`config.mk`:
```
export PLATFORM = sky130hd
export DESIGN_NAME = status_pin_indicators
export DESIGN_NICKNAME = d
export VERILOG_FILES = /design/src/status_pin_pkg.sv /design/src/activity_one_shot.sv /design/src/status_pin_indicators.sv
export SDC_FILE = /design/constraint.sdc
export NUM_CORES = 1
export LEC_CHECK = 0
export BUFFER_PORTS_ARGS = -buffer_cell sky130_fd_sc_hd__clkbuf_2
export CAP_MARGIN = 20
export CORE_MARGIN = 2
export CORE_UTILIZATION = 53
export DETAILED_ROUTE_END_ITERATION = 8
export PLACE_DENSITY_LB_ADDON = 0.12
export SYNTH_ARGS = -nofsm -noshare
export SYNTH_HDL_FRONTEND = slang
export SYNTH_HIERARCHICAL = 1
export SYNTH_SLANG_ARGS = --single-unit
export TNS_END_PERCENT = 5
```
`constraint.sdc`:
```
create_clock -name clk -period 1.7 [get_ports clk]
set_input_delay 0.255 -clock clk [delete_from_list [all_inputs] [get_ports clk]]
set_output_delay 0.255 -clock clk [all_outputs]
set_load 0.01 [all_outputs]
```
`src/status_pin_pkg.sv`:
```
`default_nettype none
package status_pin_pkg;
  localparam int pin_count = 4;
  localparam int func_width = 4;
  // Pin function codes held in the configuration store
  localparam logic [3:0] func_tristate = 4'h0;
  localparam logic [3:0] func_tx_led = 4'h1;
  localparam logic [3:0] func_rx_led = 4'h2;
  localparam logic [3:0] func_any_led = 4'h3;
  localparam logic [3:0] func_charger = 4'h4;
  localparam logic [3:0] func_charger_n = 4'h5;
  localparam logic [3:0] func_suspend_n = 4'h6;
  localparam logic [3:0] func_power_enable_n = 4'h7;
  // Configuration store layout: one word per pin at these word addresses
  localparam logic [7:0] config_base_addr = 8'h00;
  localparam logic [7:0] config_last_addr = 8'h03;
  localparam int config_addr_width = 8;
  localparam int config_data_width = 16;
  // Function code field of each configuration word
  localparam int func_field_lsb = 0;
  // One-shot stretch time and derived clock count
  localparam int clk_period_ns = 100;
  localparam int stretch_time_us = 50;
  localparam int stretch_cycles = (stretch_time_us * 1000) / clk_period_ns;
  localparam int stretch_width = 10;
  localparam logic [3:0] func_reset_value = 4'h0;
endpackage : status_pin_pkg
`default_nettype wire

```
`src/activity_one_shot.sv`:
```
`default_nettype none
module activity_one_shot
(
  input wire logic clk,
  input wire logic nrst,
  input wire logic activity,
  output logic stretched
);
  typedef struct packed {
    logic [status_pin_pkg::stretch_width-1:0] count;
  } state_type;
  state_type state_reg;
  state_type state_next;

  always_comb
  begin
    state_next = state_reg;
    if (activity)
      state_next.count = status_pin_pkg::stretch_width'(status_pin_pkg::stretch_cycles);
    else if (state_reg.count != '0)
      state_next.count = state_reg.count - 1'b1;
  end

  always_ff @(posedge clk or negedge nrst)
  begin
    if (!nrst)
      state_reg <= '0;
    else
      state_reg <= state_next;
  end

  assign stretched = (state_reg.count != '0);
endmodule // activity_one_shot
`default_nettype wire

```
`src/status_pin_indicators.sv`:
```
`default_nettype none
// Summary of operation
// Charger-detect asserts when a dedicated charge port is seen while suspended.
// Charger-detect function available active high or active low per pin.
// Dedicated charge port attachment forces the suspended state, no enumeration.
// Enumerated and not suspended keeps charger-detect inactive.
// Any pin may carry transmit, receive or combined activity LED.
// LED pins float while idle and drive low during activity.
// Each LED indication is stretched by a one-shot to stay visible.
// Combined LED asserts on transmit or receive activity.
// After power-on or bus reset the configuration store is scanned.
// Each pin's function comes from the configuration store.
// Suspend indicator drives low while suspended, high otherwise.
// Power-enable drives high while suspended, low when active.
// Stretch length is a fixed cycle count and retriggers on activity.
// All pins float until the configuration load completes.
module status_pin_indicators
(
  input wire logic clk,
  input wire logic nrst,
  input wire logic usb_bus_reset,
  input wire logic bus_suspended,
  input wire logic data_lines_shorted,
  input wire logic tx_activity,
  input wire logic rx_activity,
  output logic [status_pin_pkg::config_addr_width-1:0] config_addr,
  output logic config_read,
  input wire logic [status_pin_pkg::config_data_width-1:0] config_data,
  input wire logic config_data_valid,
  output logic device_suspended,
  output logic config_loaded,
  output logic [status_pin_pkg::pin_count-1:0] configurable_status_pins_out,
  output logic [status_pin_pkg::pin_count-1:0] configurable_status_pins_oe
);
  typedef enum
  {
    scan_idle,
    scan_request,
    scan_wait,
    scan_done
  } scan_state_type;

  typedef struct packed {
    scan_state_type scan;
    logic [status_pin_pkg::config_addr_width-1:0] addr;
    logic read;
    logic [status_pin_pkg::pin_count-1:0][status_pin_pkg::func_width-1:0] func;
    logic loaded;
    logic suspended;
    logic charge_port;
    logic [status_pin_pkg::pin_count-1:0] pin_out;
    logic [status_pin_pkg::pin_count-1:0] pin_oe;
  } state_type;

  state_type state_reg;
  state_type state_next;
  logic tx_stretched;
  logic rx_stretched;
  logic any_stretched;

  activity_one_shot tx_shot
  (
    .clk(clk),
    .nrst(nrst),
    .activity(tx_activity),
    .stretched(tx_stretched)
  );

  activity_one_shot rx_shot
  (
    .clk(clk),
    .nrst(nrst),
    .activity(rx_activity),
    .stretched(rx_stretched)
  );

  // Own one-shot so the combined LED retriggers on either direction
  activity_one_shot any_shot
  (
    .clk(clk),
    .nrst(nrst),
    .activity(tx_activity || rx_activity),
    .stretched(any_stretched)
  );

  // Activity LED: sink current while active, float otherwise
  function automatic logic [1:0] led_drive(input logic active);
    logic [1:0] drive;
    drive = 2'b00;
    if (active)
    begin
      drive = 2'b10;
    end
    else
    begin
      drive = 2'b00;
    end
    return drive;
  endfunction

  // Level functions always drive the pin once configured
  function automatic logic [1:0] level_drive(input logic level);
    logic [1:0] drive;
    drive = {1'b1, level};
    return drive;
  endfunction

  // Charger detect only while suspended on a charge port
  function automatic logic charger_seen(input logic charge, input logic suspended);
    logic seen;
    seen = charge && suspended;
    return seen;
  endfunction

  // Word address that follows the current one in the scan
  function automatic logic [status_pin_pkg::config_addr_width-1:0] scan_addr_after(
    input logic [status_pin_pkg::config_addr_width-1:0] addr);
    logic [status_pin_pkg::config_addr_width-1:0] next_addr;
    next_addr = addr + {{(status_pin_pkg::config_addr_width-1){1'b0}}, 1'b1};
    return next_addr;
  endfunction

  // True when the word just read belongs to the last pin
  function automatic logic scan_is_last(
    input logic [status_pin_pkg::config_addr_width-1:0] addr);
    logic last;
    last = (addr == status_pin_pkg::config_last_addr);
    return last;
  endfunction

  // Function code field of a configuration word
  function automatic logic [status_pin_pkg::func_width-1:0] func_of_word(
    input logic [status_pin_pkg::config_data_width-1:0] word);
    logic [status_pin_pkg::func_width-1:0] code;
    code = word[status_pin_pkg::func_field_lsb +: status_pin_pkg::func_width];
    return code;
  endfunction

  // One word per pin, so the word offset is the pin index
  function automatic logic [1:0] pin_of_addr(
    input logic [status_pin_pkg::config_addr_width-1:0] addr);
    logic [1:0] pin;
    pin = 2'(addr - status_pin_pkg::config_base_addr);
    return pin;
  endfunction

  // Old codes survive a bus reset, so the load flag gates every pin
  function automatic logic [1:0] gate_drive(input logic [1:0] drive, input logic loaded,
                                            input logic bus_reset);
    logic [1:0] gated;
    gated = drive;
    if (!loaded || bus_reset)
    begin
      gated = 2'b00;
    end
    return gated;
  endfunction

  // Map a function code to the pin's next drive: {oe, out}
  function automatic logic [1:0] pin_drive(input logic [3:0] func, input logic suspended,
                                           input logic charge, input logic tx_on,
                                           input logic rx_on, input logic any_on);
    logic [1:0] drive;
    drive = 2'b00;
    unique case (func)
      status_pin_pkg::func_tx_led:
      begin
        drive = led_drive(tx_on);
      end
      status_pin_pkg::func_rx_led:
      begin
        drive = led_drive(rx_on);
      end
      status_pin_pkg::func_any_led:
      begin
        drive = led_drive(any_on);
      end
      status_pin_pkg::func_charger:
      begin
        drive = level_drive(charger_seen(charge, suspended));
      end
      status_pin_pkg::func_charger_n:
      begin
        drive = level_drive(!charger_seen(charge, suspended));
      end
      status_pin_pkg::func_suspend_n:
      begin
        drive = level_drive(!suspended);
      end
      status_pin_pkg::func_power_enable_n:
      begin
        drive = level_drive(suspended);
      end
      default:
      begin
        // Tristate and unused codes leave the pin floating
        drive = 2'b00;
      end
    endcase
    return drive;
  endfunction

  always_comb
  begin
    logic [1:0] drive;
    drive = 2'b00;
    state_next = state_reg;
    state_next.read = 1'b0;

    // Shorted data lines mean a charge port: suspend instead of enumerating
    state_next.charge_port = data_lines_shorted;
    if (data_lines_shorted)
    begin
      state_next.suspended = 1'b1;
    end
    else
    begin
      state_next.suspended = bus_suspended;
    end

    // Scan reads one word per pin, one outstanding read at a time
    unique case (state_reg.scan)
      scan_idle:
      begin
        state_next.addr = status_pin_pkg::config_base_addr;
        state_next.scan = scan_request;
      end
      scan_request:
      begin
        state_next.read = 1'b1;
        state_next.scan = scan_wait;
      end
      scan_wait:
      begin
        // The store may take any number of cycles; wait for its strobe
        if (config_data_valid)
        begin
          state_next.func[pin_of_addr(state_reg.addr)] = func_of_word(config_data);
          if (scan_is_last(state_reg.addr))
          begin
            state_next.scan = scan_done;
            state_next.loaded = 1'b1;
          end
          else
          begin
            state_next.addr = scan_addr_after(state_reg.addr);
            state_next.scan = scan_request;
          end
        end
      end
      scan_done:
      begin
        // Held until a bus reset or nrst restarts the scan
        state_next.scan = scan_done;
      end
    endcase

    // Bus reset restarts the scan; pins float again until it ends
    if (usb_bus_reset)
    begin
      state_next.scan = scan_idle;
      state_next.loaded = 1'b0;
      state_next.read = 1'b0;
    end

    // Pins follow the registered codes, one cycle behind the one-shots
    for (int i = 0; i < status_pin_pkg::pin_count; i++)
    begin
      drive = pin_drive(state_reg.func[i], state_reg.suspended, state_reg.charge_port,
                        tx_stretched, rx_stretched, any_stretched);
      drive = gate_drive(drive, state_reg.loaded, usb_bus_reset);
      state_next.pin_oe[i] = drive[1];
      state_next.pin_out[i] = drive[0];
    end
  end

  // Reset floats every pin and restarts the scan
  always_ff @(posedge clk or negedge nrst)
  begin
    if (!nrst)
    begin
      state_reg.scan <= scan_idle;
      state_reg.addr <= '0;
      state_reg.read <= 1'b0;
      state_reg.func <= {status_pin_pkg::pin_count{status_pin_pkg::func_reset_value}};
      state_reg.loaded <= 1'b0;
      state_reg.suspended <= 1'b0;
      state_reg.charge_port <= 1'b0;
      state_reg.pin_out <= '0;
      state_reg.pin_oe <= '0;
    end
    else
    begin
      state_reg <= state_next;
    end
  end

  // Every output is a register field
  assign config_addr = state_reg.addr;
  assign config_read = state_reg.read;
  assign device_suspended = state_reg.suspended;
  assign config_loaded = state_reg.loaded;
  assign configurable_status_pins_out = state_reg.pin_out;
  assign configurable_status_pins_oe = state_reg.pin_oe;
endmodule // status_pin_indicators
`default_nettype wire

```
==> flow_summary.json <==
{
  "status": "complete, no violations",
  "coreArea_mm2": 0.00687,
  "hpwl_mm": 5.38,
  "io_pins": 43,
  "io_buffers": 30,
  "drt-total-wl_mm": 7.63,
  "cts_tree": "done",
  "hp-start": "data_lines_shorted",
  "syn_avg_cell_area_um2": 10.8,
  "largest_reg_flops": 19,
  "power_leakage_nw": 1.93,
  "layout-drive-gt1-share": 0.346,
  "n_antenna_cell": 0,
  "arrival_ns": 1.92,
  "r2r_start": "rx_shot/state_reg[0]",
  "ys_warn_count": 6,
  "multi_input_area_mm2": 0.00191,
  "layout-area-overhead-vs-synth_pct": 15.8,
  "drv_cap": 0,
  "r2r_cells": 3,
  "worstSetupPathType": "flop to flop",
  "worst_ir_drop_vdd_mv": 0.443,
  "fillers": 573,
  "ant_nets": 0,
  "whs_path_depth": 1,
  "firstDrtPassIters": 4,
  "dpl_cell_area_mm2": 0.00414,
  "design_area_mm2": 0.00439,
  "synth_async_sr_flop_share": 1.00,
  "power_density_mw_per_mm2": 803,
  "register_area_mm2": 0.00170,
  "syn_area_mm2": 0.00379,
  "ys_seq_area_frac": 0.449,
  "via_per_inst": 5.75,
  "clkLatencyLatePin_ns": 0.34,
  "tightest_slew_ns": 0.506,
  "rsz0062_at_grt": "yes",
  "crit_path_cell_trace": "or4_4 -> or4b_1 -> nand3_1",
  "grt_pass1_vias": 2705,
  "path_buf_inv": 0,
  "pre_cts_slack_ns": -0.0209,
  "hold_viol": 0,
  "htreeDepth": 3,
  "cts_root_buffer": "clkbuf_8",
  "final-max-slew-violation-count": 0,
  "synth_edf_count": 0,
  "syn_inst": 350,
  "dieArea_mm2": 0.00785,
  "post-route-drc-count": 0,
  "nets": 429,
  "synth.distinct_cells": 51,
  "overflow": 0,
  "crit_start": "rx_shot/state_reg[0]",
  "track_usage": 0.209,
  "die_w_um": 88.6,
  "relSlewSlack": 0.663,
  "gp_congestion": 0.819,
  "holdCritPathClass": "primary input to flop",
  "cp.depth": 3,
  "min_period_ns": 1.65,
  "cpMaxStageDelayCell": "or4_4",
  "finalClockSkew_ns": 0.0144,
  "die_y_um": 88.6,
  "cp_slowest_stage_delay_ns": 0.59,
  "num_vias": 2863,
  "synth_ff_type": "dfrtp_1",
  "clock-sinks": 68,
  "cp-start-kind": "flop",
  "antenna_found_initial": 0,
  "start_util": 0.552,
  "critPathCaptureType": "flop",
  "grt_max_degree": 41,
  "rows": 30,
  "setup_violations": 0,
  "finalCritPeriodShare": 0.972,
  "cts.path.max_buffers": 2,
  "layout_setup_ws_ns": 0.0469,
  "path_max_fanout": 6,
  "crit_required_ns": 1.97,
  "crit_family": "simple AND/OR/NAND/NOR gates",
  "grt_pass1_wl_mm": 12.7,
  "cts_buffers": 9,
  "syn-num-nets": 381,
  "routedWlPerCell_um": 15.3,
  "ys_seq_elements": 68,
  "max_freq_mhz": 605,
  "drt_iter0_drc": 112,
  "clk_pin_slew_worst_paths_ns": 0.08
}
-- cells in the final DEF, fill, tap and decap left out, drive strengths merged, types with 4 or more instances in the layout --
cell type  synthesis  routed
nand4              6       6
nand3             11      11
mux2i             10      10
or2                5       5
o31ai              7       7
nor3b             12      12
o41ai              9       9
o311ai             6       6
a21oi             17      17
o211ai             4       4
nor2b             10      10
mux2              18      18
and4b              4       4
clkbuf             9      39
a31oi              4       4
or4                6       6
ha                 7       7
a211oi             9       9
a21o               4       4
and3b              5       5
inv               20      20
o21a               4       4
nor4               6       6
dfrtp             68      68
nand2              8       8
nor2              11      11
nor3               8       8
o21ai             14      14
buf               21      37
-- where the power goes --
group,switching [mW],internal (mW),leakage [nW]
Clock,0.596,0.513,0.0779
Sequential,0.103,1.73,0.834
Combinational,0.268,0.322,1.02
-- per-layer routing --
layer  up-vias  wire length (µm)  GRT usage
li1       1401                 -          -
met1      1411              3610      0.282
met2        45              3670      0.327
met3         6               261     0.0373
met4         0                97     0.0964
met5         -                 0          0
-- metrics by stage --
stage | hold slack (ns) | cells | util | TNS (ns) | total power [mW]
6_report | 0.0318 | 498 | 0.639 | 0 | 3.53
3_3_place_gp | 0.306 | 480 | 0.603 | 0 | 2.40
5_1_grt | 0.0107 | 498 | 0.639 | -0.176 | 3.73
2_1_floorplan | -0.0406 | 350 | - | 0 | 2.22
4_1_cts | 0.0175 | 496 | 0.630 | -0.0141 | 3.54
3_5_place_dp | 0.296 | 480 | 0.603 | -0.0291 | 2.41
-- what timing repair did --
action                                  CTS  global route
resized for setup                         5            16
pin swaps                                 1             4
buffers inserted                          0             2
hold buffers                              1             0
cloned                                    0             0
endpoints found under the hold margin    41             0
endpoints found under the setup margin    4            14
-- Yosys cell counts (6+ instances only) --
master | count | area [µm²]
dfrtp_1 | 68 | 1700
inv_1 | 20 | 75.1
a21oi_1 | 17 | 85.1
buf_4 | 16 | 120
mux2_4 | 16 | 240
o21ai_0 | 14 | 70.1
nand3_1 | 11 | 55.1
nor2_1 | 11 | 41.3
nor3b_1 | 11 | 82.6
mux2i_1 | 10 | 100
nor2b_1 | 10 | 62.6
a211oi_1 | 9 | 67.6
o41ai_1 | 9 | 78.8
nor3_1 | 8 | 40.0
ha_1 | 7 | 87.6
o31ai_1 | 7 | 52.6
clkbuf_1 | 6 | 22.5
nand4_1 | 6 | 37.5
o311ai_0 | 6 | 52.6
or4_1 | 6 | 45.0
-- layout make-up --
cell class	instances	share of cell area
Multi-Input combinational cell	232	0.434
Timing Repair Buffer	67	0.0980
Tap cell	96	0.0274
Clock inverter	5	0.00684
Sequential cell	68	0.387
Clock buffer	10	0.0291
Inverter	20	0.0171
-- path summary, 6_finish.rpt --
path                                   endpoint  slack [ns]
hold / removal                     state_reg[8]        0.03
hold reg to reg                   state_reg[18]        0.52
setup reg to reg           rx_shot/state_reg[7]        0.05
min in group asynchronous  tx_shot/state_reg[4]        0.48
setup / recovery           rx_shot/state_reg[7]        0.05
max in group asynchronous         state_reg[26]        0.82
-- logic make-up (layout without fill, tap and decap cells) --
logic type	after synthesis	count (layout)	share of synthesized area
simple gates	107	107	0.198
compound gates	90	90	0.165
flops	68	68	0.449
buf+inv	50	102	0.0702
mux	28	28	0.0956
fa+ha+maj	7	7	0.0231
(Power assumes the default switching activity.)
